==> src/rtl/bbar_pkg.sv <==
// Constants and carrier types for the bridge base address register bank.
// Assumes a byte-addressed configuration port with 32-bit data.
package bbar_pkg;

   // ************************************************************
   // Register offsets (byte addresses)
   // ************************************************************
   localparam int         ADDR_W         = 8;
   localparam logic [7:0] OFF_BASE_ONE   = 8'h14;
   localparam logic [7:0] OFF_BASE_TWO   = 8'h18;
   localparam logic [7:0] OFF_BASE_THREE = 8'h1c;

   // ************************************************************
   // Field positions inside a base address register
   // ************************************************************
   localparam int SPACE_BIT = 0;
   localparam int TYPE_LO   = 1;
   localparam int TYPE_HI   = 2;
   localparam int PREFETCH_FLAG_BIT  = 3;
   localparam int BASE_LO   = 4;

   // ************************************************************
   // Encodings and reset values
   // ************************************************************
   localparam logic       SPACE_MEM     = 1'b0;
   localparam logic       SPACE_IO      = 1'b1;
   localparam logic [1:0] TYPE_ADDR32   = 2'h0;
   localparam logic [1:0] TYPE_ADDR64   = 2'h2;
   localparam logic       PREFETCH_FLAG_NONE     = 1'b0;
   localparam logic [4:0] SIZE_DISABLED = 5'h00;
   localparam logic [31:0] BASE_RESET   = 32'h0000_0000;
   localparam logic [31:0] RD_UNMAPPED  = 32'h0000_0000;
   localparam logic [31:0] HIGH_NONE    = 32'h0000_0000;

   // ************************************************************
   // Carrier types
   // ************************************************************
   // One window setup: size_log2 is log2 of the window in bytes, zero disables
   typedef struct packed {
      logic       space_select_bit;
      logic [1:0] addr_type;
      logic       prefetch_flag;
      logic [4:0] size_log2;
   } bbar_setup_type;

   // One incoming transaction to be decoded
   typedef struct packed {
      logic        valid;
      logic        is_io;
      logic [63:0] addr;
   } bbar_req_type;

endpackage : bbar_pkg

==> src/rtl/bbar_decode.sv <==
// Address match of one window against an incoming transaction.
// Assumes the caller registers the result; this module is combinational.
`timescale 1ns/1ps
module bbar_decode (
   // Transaction
   input  wire bbar_pkg::bbar_req_type   req,
   // Window description
   input  wire bbar_pkg::bbar_setup_type setup,
   input  wire logic [31:0]              base,
   input  wire logic [31:0]              mask,
   input  wire logic [31:0]              high,
   input  wire logic                     enable,
   // Result
   output      logic                     hit
);

   logic low_match;
   logic high_match;
   logic space_match;

   // ************************************************************
   // Match terms
   // ************************************************************
   // Only the programmed bits take part; the rest select inside the window
   assign low_match   = (req.addr[31:0] & mask) == (base & mask);
   assign high_match  = req.addr[63:32] == high;
   assign space_match = req.is_io == setup.space_select_bit;

   // An empty mask means a disabled window, which never claims anything
   assign hit = enable && req.valid && space_match && (|mask) && low_match && high_match;

endmodule : bbar_decode

==> src/rtl/bbar_mask.sv <==
// Writable-bit mask of one base address field, derived from a size setting.
// Assumes the size setting is stable or changes only between accesses.
`timescale 1ns/1ps
module bbar_mask (
   // Size setting
   input  wire logic [4:0]  size_log2,
   // Bits of the register that software may change
   output      logic [31:0] mask
);

   // ************************************************************
   // Per-bit mask
   // ************************************************************
   // Sizes below 16 bytes still keep the low nibble read-only
   for (genvar gb = 0; gb < 32; gb++) begin : g_bit
      if (gb < bbar_pkg::BASE_LO) begin : g_fixed
         assign mask[gb] = 1'b0;
      end else begin : g_field
         localparam logic [4:0] BITPOS = 5'(gb);
         assign mask[gb] = (size_log2 != bbar_pkg::SIZE_DISABLED) && (BITPOS >= size_log2);
      end
   end

endmodule : bbar_mask

==> src/rtl/bbar_regs.sv <==
// Base address registers one to three of a bridge endpoint, with decode.
// Assumes the window setups come from elsewhere and the bus never waits.
//
// Behaviour
// - Setup zero memory 64-bit: register one holds upper half of window zero.
// - Setup two memory 64-bit: register three holds upper half of window two.
// - Bit 0 is read-only unless serving as an upper half, mirrors setup space select: 0 memory, 1 I/O.
// - Odd registers report type 0x0, the 32-bit format, unless serving as an upper half.
// - Register two type bits mirror setup type: 0x0 32-bit, 0x2 64-bit.
// - I/O space forces the type field to zero.
// - Bit 3 mirrors setup prefetch flag unless serving as an upper half, forced to zero for I/O.
// - Bits 31:4 reset to zero; only size-allowed bits write, others read zero, except an upper half, where all 32 bits write.
// - Programmed base bits decide which incoming transactions the bridge claims.
//
// Design decision made here: the address-and-strobe port.
`timescale 1ns/1ps
module bbar_regs (
   // Clock and reset
   input  wire logic                                 ref_clk,
   input  wire logic                                 rst_n,
   // Register port
   input  wire logic [bbar_pkg::ADDR_W-1:0]          reg_addr,
   input  wire logic [31:0]                          reg_wdata,
   input  wire logic                                 reg_wr,
   input  wire logic                                 reg_rd,
   output      logic [31:0]                          reg_rdata,
   // Window setups
   input  wire bbar_pkg::bbar_setup_type             window_setup_zero,
   input  wire bbar_pkg::bbar_setup_type             window_setup_one,
   input  wire bbar_pkg::bbar_setup_type             window_setup_two,
   input  wire bbar_pkg::bbar_setup_type             window_setup_three,
   // Incoming transaction
   input  wire bbar_pkg::bbar_req_type               req,
   // Decode results, one cycle after the request
   output      logic [2:0]                           win_hit,
   output      logic                                 win_hit_valid,
   // Upper address half lent to window zero
   output      logic [31:0]                          zero_high_addr
);

   // ************************************************************
   // Declarations
   // ************************************************************
   bbar_pkg::bbar_setup_type setup_of [3];
   logic [bbar_pkg::ADDR_W-1:0] offset_of [3];
   logic [31:0] base      [3];
   logic [31:0] next_base [3];
   logic [31:0] wmask     [3];
   logic [31:0] view      [3];
   logic [31:0] high_of   [3];
   logic [2:0]  as_upper;
   logic [2:0]  enable_of;
   logic [2:0]  wr_sel;
   logic [2:0]  hit_now;
   logic        pair_low;
   logic        pair_high;
   logic [31:0] next_rdata;
   logic [2:0]  next_win_hit;
   logic        next_win_hit_valid;
   logic [31:0] next_zero_high_addr;

   // ************************************************************
   // Window setups and offsets as arrays
   // ************************************************************
   // Index 0, 1, 2 stands for registers one, two, three
   assign setup_of[0]  = window_setup_one;
   assign setup_of[1]  = window_setup_two;
   assign setup_of[2]  = window_setup_three;
   assign offset_of[0] = bbar_pkg::OFF_BASE_ONE;
   assign offset_of[1] = bbar_pkg::OFF_BASE_TWO;
   assign offset_of[2] = bbar_pkg::OFF_BASE_THREE;

   // ************************************************************
   // Pairing of registers into 64-bit windows
   // ************************************************************
   // Register one becomes the upper half of window zero
   assign pair_low = (window_setup_zero.space_select_bit == bbar_pkg::SPACE_MEM) &&
                     (window_setup_zero.addr_type == bbar_pkg::TYPE_ADDR64);

   // Register three becomes the upper half of window two
   assign pair_high = (window_setup_two.space_select_bit == bbar_pkg::SPACE_MEM) &&
                      (window_setup_two.addr_type == bbar_pkg::TYPE_ADDR64);

   // Which registers currently act as a plain upper half
   assign as_upper = {pair_high, 1'b0, pair_low};

   // A register serving as an upper half owns no window of its own
   assign enable_of = ~as_upper;

   // Upper half that each window compares against
   assign high_of[0] = bbar_pkg::HIGH_NONE;
   assign high_of[1] = pair_high ? base[2] : bbar_pkg::HIGH_NONE;
   assign high_of[2] = bbar_pkg::HIGH_NONE;

   // ************************************************************
   // Per-register logic
   // ************************************************************
   for (genvar gi = 0; gi < 3; gi++) begin : g_reg

      // Writable bits follow the size of the matching setup
      bbar_mask u_mask (
         .size_log2 (setup_of[gi].size_log2),
         .mask      (wmask[gi])
      );

      // Write select; the bus never issues read and write together
      assign wr_sel[gi] = reg_wr && (reg_addr == offset_of[gi]);

      // Read view of the register
      always_comb begin
         logic [1:0] type_bits;
         logic       prefetch_flag_bit;
         type_bits = bbar_pkg::TYPE_ADDR32;
         prefetch_flag_bit  = setup_of[gi].prefetch_flag;
         if (gi == 1) begin
            type_bits = setup_of[gi].addr_type;
         end
         if (setup_of[gi].space_select_bit == bbar_pkg::SPACE_IO) begin
            type_bits = bbar_pkg::TYPE_ADDR32;
            prefetch_flag_bit  = bbar_pkg::PREFETCH_FLAG_NONE;
         end
         if (as_upper[gi]) begin
            // Whole word is address; no flag bits live here
            view[gi] = base[gi];
         end else begin
            // Masking on read too keeps a later size change honest
            view[gi] = {base[gi][31:bbar_pkg::BASE_LO] & wmask[gi][31:bbar_pkg::BASE_LO],
                        prefetch_flag_bit,
                        type_bits,
                        setup_of[gi].space_select_bit};
         end
      end

      // Next stored value
      always_comb begin
         next_base[gi] = base[gi];
         if (wr_sel[gi]) begin
            if (as_upper[gi]) begin
               next_base[gi] = reg_wdata;
            end else begin
               // Low nibble is never stored; its bits come from the setup
               next_base[gi] = {reg_wdata[31:bbar_pkg::BASE_LO] & wmask[gi][31:bbar_pkg::BASE_LO],
                                4'h0};
            end
         end
      end

      // Stored value, cleared by reset
      always_ff @(posedge ref_clk or negedge rst_n) begin
         if (!rst_n) begin
            base[gi] <= bbar_pkg::BASE_RESET;
         end else begin
            base[gi] <= next_base[gi];
         end
      end

      // Window match against the incoming transaction
      bbar_decode u_decode (
         .req    (req),
         .setup  (setup_of[gi]),
         .base   (base[gi]),
         .mask   (wmask[gi]),
         .high   (high_of[gi]),
         .enable (enable_of[gi]),
         .hit    (hit_now[gi])
      );
   end

   // ************************************************************
   // Read data
   // ************************************************************
   // Data stands only in the cycle after the strobe, zero otherwise
   always_comb begin
      next_rdata = bbar_pkg::RD_UNMAPPED;
      if (reg_rd) begin
         if (reg_addr == bbar_pkg::OFF_BASE_ONE) begin
            next_rdata = view[0];
         end else if (reg_addr == bbar_pkg::OFF_BASE_TWO) begin
            next_rdata = view[1];
         end else if (reg_addr == bbar_pkg::OFF_BASE_THREE) begin
            next_rdata = view[2];
         end else begin
            next_rdata = bbar_pkg::RD_UNMAPPED;
         end
      end
   end

   // ************************************************************
   // Decode results and lent upper half
   // ************************************************************
   // Registering costs one cycle of latency but keeps outputs glitch-free
   always_comb begin
      next_win_hit        = hit_now;
      next_win_hit_valid  = req.valid;
      next_zero_high_addr = bbar_pkg::HIGH_NONE;
      if (pair_low) begin
         next_zero_high_addr = base[0];
      end
   end

   // ************************************************************
   // Output registers
   // ************************************************************
   always_ff @(posedge ref_clk or negedge rst_n) begin
      if (!rst_n) begin
         reg_rdata      <= bbar_pkg::RD_UNMAPPED;
         win_hit        <= 3'h0;
         win_hit_valid  <= 1'b0;
         zero_high_addr <= bbar_pkg::HIGH_NONE;
      end else begin
         reg_rdata      <= next_rdata;
         win_hit        <= next_win_hit;
         win_hit_valid  <= next_win_hit_valid;
         zero_high_addr <= next_zero_high_addr;
      end
   end

endmodule : bbar_regs

==> config.mk <==
export PLATFORM = sky130hd
export DESIGN_NAME = bbar_regs
export DESIGN_NICKNAME = d
export VERILOG_FILES = /design/src/rtl/bbar_pkg.sv /design/src/rtl/bbar_decode.sv /design/src/rtl/bbar_mask.sv /design/src/rtl/bbar_regs.sv
export SDC_FILE = /design/constraint.sdc
export NUM_CORES = 1
export LEC_CHECK = 0
export BUFFER_PORTS_ARGS = -buffer_cell sky130_fd_sc_hd__clkbuf_2
export CELL_PAD_IN_SITES_DETAIL_PLACEMENT = 0
export CELL_PAD_IN_SITES_GLOBAL_PLACEMENT = 1
export CORE_MARGIN = 5
export CORE_UTILIZATION = 45
export CTS_BUF_LIST = sky130_fd_sc_hd__clkbuf_8
export CTS_CLUSTER_SIZE = 14
export DETAILED_ROUTE_END_ITERATION = 8
export PLACE_DENSITY = 0.95
export SYNTH_ARGS = -nofsm -noshare
export SYNTH_HDL_FRONTEND = slang
export SYNTH_SLANG_ARGS = --single-unit
==> constraint.sdc <==
create_clock -name ref_clk -period 3.6 [get_ports ref_clk]
set_input_delay 0.54 -clock ref_clk [delete_from_list [all_inputs] [get_ports ref_clk]]
set_output_delay 0.54 -clock ref_clk [all_outputs]
set_load 0.05 [all_outputs]
==> results.json, run 1 <==
{
  "synth_cell_type_count": 63,
  "synthTopCellsByArea": "dfrtp_1 (41%), nand2_1 (8.4%), o21ai_0 (6.5%), xnor2_1 (4.5%), xor2_1 (4.2%)",
  "chipHeight_um": 156.5,
  "grt_max_degree": 71,
  "r2r_setup_slack_ps": 1130,
  "p_leak_nw": 5.206,
  "rows": 53,
  "grt.busiest_layer": "met2",
  "cpPeakStageDelay_ps": 570,
  "cts.sinks": 160,
  "intPower_w": 0.002903,
  "outcome": "completed",
  "die_x_um": 156.5,
  "grt-ovfl-total": 0,
  "reg2reg_to": "win_hit[1]",
  "hold_path.class": "in2async",
  "synth_seq_cells": 160,
  "crit_buf_inv": 1,
  "finalWeightedCongestion": 1.039,
  "fin_crit_sh_pct": 71.31,
  "synth_nets": 1319,
  "required_ps": 3990,
  "syn_avg_cell_area_um2": 8.234,
  "initial_utilization_pct": 45.80,
  "met3_usage_pct": 8.628,
  "dieArea_um2": 24490,
  "reg2reg_from": "base[30]",
  "post_cts_resized": 0,
  "antennaDiodeCount": 0,
  "yosysTopAreaCell": "dfrtp_1",
  "p_comb_share_pct": 16.1,
  "clockBufferDepth": 2,
  "crit_fanout": 13,
  "hold_viol": 0,
  "setup_viol": 0,
  "yosysSeqAreaShare_pct": 41.46,
  "synthFlopType": "dfrtp_1",
  "drc": 0,
  "wl_um": 39380,
  "async_flop_share_pct": 100.0,
  "r2r_cells": 6,
  "fin_tns_setup_ps": 0,
  "grt_pass1_wl_um": 57620,
  "cts_setup_buffers": 0,
  "dpl.cell_count": 1598,
  "layout.nets": 1488,
  "min_period_ps": 2567,
  "start_kind": "primary input",
  "slew_violations": 0,
  "gr-usage-met1_pct": 45.19,
  "path_cells": "clkbuf_2, nor4_4, a2bb2oi_1, a22oi_1, nand3_1, or4_1, nor4b_2",
  "cpMaxStageDelayCell": "or4_1",
  "tightest_slew_ps": 817.6,
  "rsz0062_at_grt": "false",
  "htree_levels": 4,
  "synthCells": 1173,
  "syn_to_final_growth_pct": 18.21,
  "drt_iter0_markers": 1158,
  "first_global_vias": 9399,
  "p_seq_share_pct": 44.8,
  "ys_warn_count": 0,
  "ios": 214,
  "fmax_mhz": 389.5,
  "sw_frac_of_total_pct": 30.66,
  "post_drt_wl_per_cell_um": 24.16,
  "track_usage_pct": 31.66,
  "use_met2_pct": 46.08,
  "cp-end-kind": "flip-flop",
  "port_buffers": 199,
  "cts_root_buffer": "clkbuf_8",
  "vias": 9998,
  "drive_gt1_share_pct": 19.63,
  "critical_path.top_delay_family": "simple AND/OR/NAND/NOR gates",
  "synth_edf_count": 0,
  "cts_tree": "built",
  "post_layout_nonfiller_instances": 1630,
  "core_area_um2": 21090,
  "firstDrtPassIters": 8,
  "cts.clk_slew.worst_paths_ps": 100,
  "yosysTopAreaCellShare_pct": 41.46,
  "path_class": "in2reg",
  "syn_area_um2": 9658,
  "clk_latency_ps": 480,
  "power_switching_w": 0.001284,
  "ir_worst_vdd_mv": 0.2161,
  "antenna_found_initial": 1,
  "power_frac_clock_pct": 39.2,
  "cts-hold-fix-buffers": 0,
  "skew_ps": 16.33,
  "maxCapViolCount": 0,
  "critPathArrivalTime_ps": 2960,
  "ant_nets": 0,
  "numCtsBuffers": 17,
  "max_slew_margin_pct": 45.07,
  "power_density_nw_per_um2": 366.8,
  "place_hpwl_um": 30930,
  "vias_per_cell": 6.134
}
-- power by group through the flow --
stage	logic, W	registers, W	clock network (W)
4_1_cts	0.000656	0.00187	0.00164
6_report	0.000673	0.00187	0.00164
3_5_place_dp	0.000651	0.00191	0
5_1_grt	0.000721	0.00188	0.00172
2_1_floorplan	0.000333	0.00190	0
3_3_place_gp	0.000651	0.00191	0
-- per-stage QoR --
step	utilization, %	instance area (µm²)	total power [W]	hold slack [ps]	setup WS, ps
after global placement	51.86	10940	0.002559	452.6	679.9
after global routing	54.14	11420	0.004315	107.9	914.4
after detailed placement	51.86	10940	0.002561	462.4	587.0
after floorplan	-	9658	0.002235	244.4	1139
after CTS	54.14	11420	0.004166	85.98	1085
final	54.14	11420	0.004187	45.01	1033
-- layout make-up --
type | instances | area (µm²)
Multi-Input combinational cell | 917 | 5288
Fill cell | 2039 | 9671
Timing Repair Buffer | 225 | 1222
Inverter | 21 | 78.83
Tap cell | 275 | 344.1
Clock buffer | 17 | 234.0
Sequential cell | 160 | 4004
Clock inverter | 15 | 246.5
-- synth_stat cells (9+ instances only) --
| cell | count |
|---|---|
| nand4_1 | 10 |
| xor2_1 | 46 |
| a31oi_1 | 31 |
| and2_1 | 42 |
| clkbuf_1 | 68 |
| nand2_1 | 215 |
| o21ai_1 | 18 |
| nor4_1 | 10 |
| a32oi_1 | 10 |
| xnor2_1 | 50 |
| o22ai_1 | 21 |
| nor3_1 | 16 |
| o21ai_0 | 126 |
| nor2_1 | 70 |
| nand3_1 | 62 |
| a21oi_1 | 37 |
| dfrtp_1 | 160 |
| and3_1 | 9 |
| a22o_1 | 16 |
| inv_1 | 21 |
| o211ai_1 | 10 |
-- layer usage --
metal	vias to the layer above	part of all wire (%)
met5	-	0.046
met4	2	3.8
met3	80	12
met2	587	43
met1	4804	41
li1	4525	-
-- how the worst max path moves through the flow --
| stage | start | to | slack (ps) | depth (start not counted) |
|---|---|---|---|---|
| detailed placement | window_setup_two[1] | win_hit[1] | 590 | 7 |
| floorplan | window_setup_two[2] | win_hit[1] | 1140 | 8 |
| CTS | window_setup_two[1] | win_hit[1] | 1080 | 7 |
| finish | window_setup_two[1] | win_hit[1] | 1030 | 7 |
| global placement | window_setup_two[1] | win_hit[1] | 680 | 7 |
| global route | window_setup_two[8] | win_hit[1] | 910 | 7 |
-- flip-flops by register name, indices dropped and copies added (netlist names) --
register        cells
reg_rdata          32
base               92
zero_high_addr     32
win_hit_valid       1
win_hit             3
-- logic make-up after synthesis --
| group | count (synthesis) | synth area share, % |
|---|---|---|
| AND/OR/NAND/NOR | 485 | 24.06 |
| AO/OA/AOI/OAI | 333 | 21.40 |
| flip-flops | 160 | 41.46 |
| XOR/XNOR | 96 | 8.706 |
| buffers and inverters | 96 | 3.938 |
| adder cells (fa/ha/maj) | 2 | 0.2073 |
| multiplexers | 1 | 0.2332 |
-- worst register-to-register path: cells and delay by family, from the launching register on --
kind,cells,cell delay [ps]
AOI/OAI and AO/OA,2,860
DFF,1,480
and+or+nand+nor,4,1050
-- cells in the final DEF (no fill, tap or decap), drive strengths merged, types with 6 or more instances in the layout --
cell	instances
nand3	62
and3	9
nor4	11
a22o	16
nand2	215
o211ai	10
a31oi	31
nand3b	6
nor2	71
a22oi	7
nand4	10
nor3b	6
o22ai	21
clkbuf	215
dfrtp	160
nor4bb	6
buf	27
o21ai	144
and2	42
or4	6
a32oi	10
a21oi	37
o21a	7
a221oi	6
xor2	46
nand2b	7
a21o	7
inv	27
nor3	16
xnor2	50
Note: power is estimated with default switching activity, not from simulation.
==> run 2: changes to the inputs <==
Settings changed: CORE_UTILIZATION 45 to 38, PLACE_DENSITY 0.95 to 0.86.
Clock period 3.6 ns to 2.3 ns, I/O delays scaled along.
==> results.json, run 2 (synthesis gave the netlist of run 1 again) <==
{
  "ios": 214,
  "place_hpwl_um": 35320,
  "cts.clk_slew.worst_paths_ps": 100,
  "vias_per_cell": 5.811,
  "setup_viol": 0,
  "top_regs": "base: 92 flops, reg_rdata: 32 flops, zero_high_addr: 32 flops",
  "drt_iter0_markers": 1394,
  "clk_latency_ps": 470,
  "r2r_setup_slack_ps": 70,
  "layout.nets": 1602,
  "crit_fanout": 6,
  "post_drt_wl_per_cell_um": 24.38,
  "min_path_cells": 3,
  "cp-end-kind": "flip-flop",
  "initial_utilization_pct": 38.46,
  "dieArea_um2": 28700,
  "required_ps": 2670,
  "path_class": "reg2reg",
  "n_fill_cell": 2513,
  "rsz0062_at_grt": "false",
  "finalWeightedCongestion": 0.9612,
  "port_buffers": 199,
  "clockBufferDepth": 2,
  "skew_ps": 15.08,
  "die_x_um": 169.4,
  "final_cell_mix": "nand2_1 (214), clkbuf_2 (198), dfrtp_1 (159)",
  "utilization_pct": 49.05,
  "numCtsBuffers": 17,
  "min_from": "window_setup_two[5]",
  "cts_root_buffer": "clkbuf_8",
  "cts.sinks": 160,
  "antenna_found_initial": 0,
  "power_density_nw_per_um2": 510.3,
  "holdPathEnd": "reg_rdata[3]",
  "firstDrtPassIters": 7,
  "wl_um": 43860,
  "fmax_mhz": 448.3,
  "chipHeight_um": 169.4,
  "p_leak_nw": 5.719,
  "cts_setup_buffers": 0,
  "syn_to_final_growth_pct": 27.52,
  "rows": 58,
  "fin_tns_setup_ps": 0,
  "ir_worst_vdd_mv": 0.2709,
  "reg2reg_to": "win_hit[1]",
  "outcome": "completed",
  "top_register": "base",
  "track_usage_pct": 29.80,
  "fin_crit_sh_pct": 96.98,
  "first_global_vias": 9900,
  "ant_nets": 0,
  "start_kind": "flip-flop",
  "drc": 0,
  "grt_max_degree": 57,
  "largest_reg_flops": 92,
  "grt-ovfl-total": 0,
  "core_area_um2": 25110,
  "htree_levels": 4,
  "hold_path.class": "in2reg",
  "r2r_cells": 7,
  "drive_gt1_share_pct": 25.73,
  "critPathArrivalTime_ps": 2600,
  "reg2reg_from": "base[30]",
  "layout_commonest_cell": "nand2_1",
  "vias": 10450,
  "tightest_slew_ps": 652.8,
  "hold_viol": 0,
  "cts_tree": "built",
  "grt_pass1_wl_um": 63770,
  "max_slew_margin_pct": 56.28,
  "holdWs_ps": 126.1,
  "antennaDiodeCount": 0,
  "maxCapViolCount": 0,
  "slew_violations": 0,
  "min_period_ps": 2231
}
-- run 2: changes by cell type in the layout (fill, tap and decap cells not counted), sizes merged --
| cell | delta |
|---|---|
| buf | +112 |
| clkinvlp | +5 |
| bufinv | -4 |
| clkinv | -2 |
| dlygate4sd3 | +2 |
| inv | +1 |
-- run 2: area by class of cell --
type	instances	area, µm²	area share (%)
clock buffer	17	234.0	1.900
clock inverter	15	151.4	1.229
inverter	21	78.83	0.6400
multi-input combinational	917	5288	42.93
sequential	160	4005	32.52
tap	330	412.9	3.353
timing repair buffer	339	2146	17.42
-- run 2: how the worst max path moves through the flow --
stage,start,end,slack [ps],depth (start not counted)
4_1_cts,base[30],win_hit[1],50,7
3_3_place_gp,window_setup_two[8],win_hit[1],-160,9
2_1_floorplan,window_setup_two[2],win_hit[1],30,8
3_5_place_dp,window_setup_two[1],win_hit[1],-210,7
6_report,base[30],win_hit[1],70,7
5_1_grt,window_setup_two[1],win_hit[1],3,7
-- run 2: worst max-delay path, stage by stage (launching register included) --
cell,delay (ps)
dfrtp_2,490
nor4bb_1,290
a31oi_1,70
o32ai_1,180
buf_4,180
o2111ai_1,130
or4_1,510
nor4b_2,300
-- run 2: power by group --
| part | internal [W] | switching, W | leakage [nW] | total (W) |
|---|---|---|---|---|
| clock | 0.000885 | 0.00124 | 0.182 | 0.00212 |
| combinational | 0.000463 | 0.000766 | 3.31 | 0.00123 |
| sequential | 0.00286 | 0.0000696 | 2.22 | 0.00293 |
| total | 0.00421 | 0.00208 | 5.72 | 0.00629 |
-- run 2: routing by layer --
layer / vias up / share of wire [%] / track usage [%]
li1: 4750 / - / -
met1: 5052 / 43 / 43.13
met2: 597 / 45 / 46.69
met3: 55 / 9.4 / 5.218
met4: 0 / 2.1 / 7.315
met5: - / 0 / 0
-- run 2: timing repair --
item / 4_1_cts / 5_1_grt
hold buffers: 2 / 0
resized for setup: 0 / 1
endpoints found under the hold margin: 52 / 0
setup endpoints to repair: 0 / 1
-- run 2: metrics by stage --
stage | cells | area (µm²) | total power (W) | setup WS [ps]
finish | 1799 | 12320 | 0.006285 | 69.50
global route | 1799 | 12320 | 0.006493 | 2.560
CTS | 1799 | 12310 | 0.006278 | 45.69
detailed placement | 1765 | 11910 | 0.004179 | -210.3
global placement | 1765 | 11910 | 0.004171 | -163.3
floorplan | 1173 | 9658 | 0.003498 | 34.45
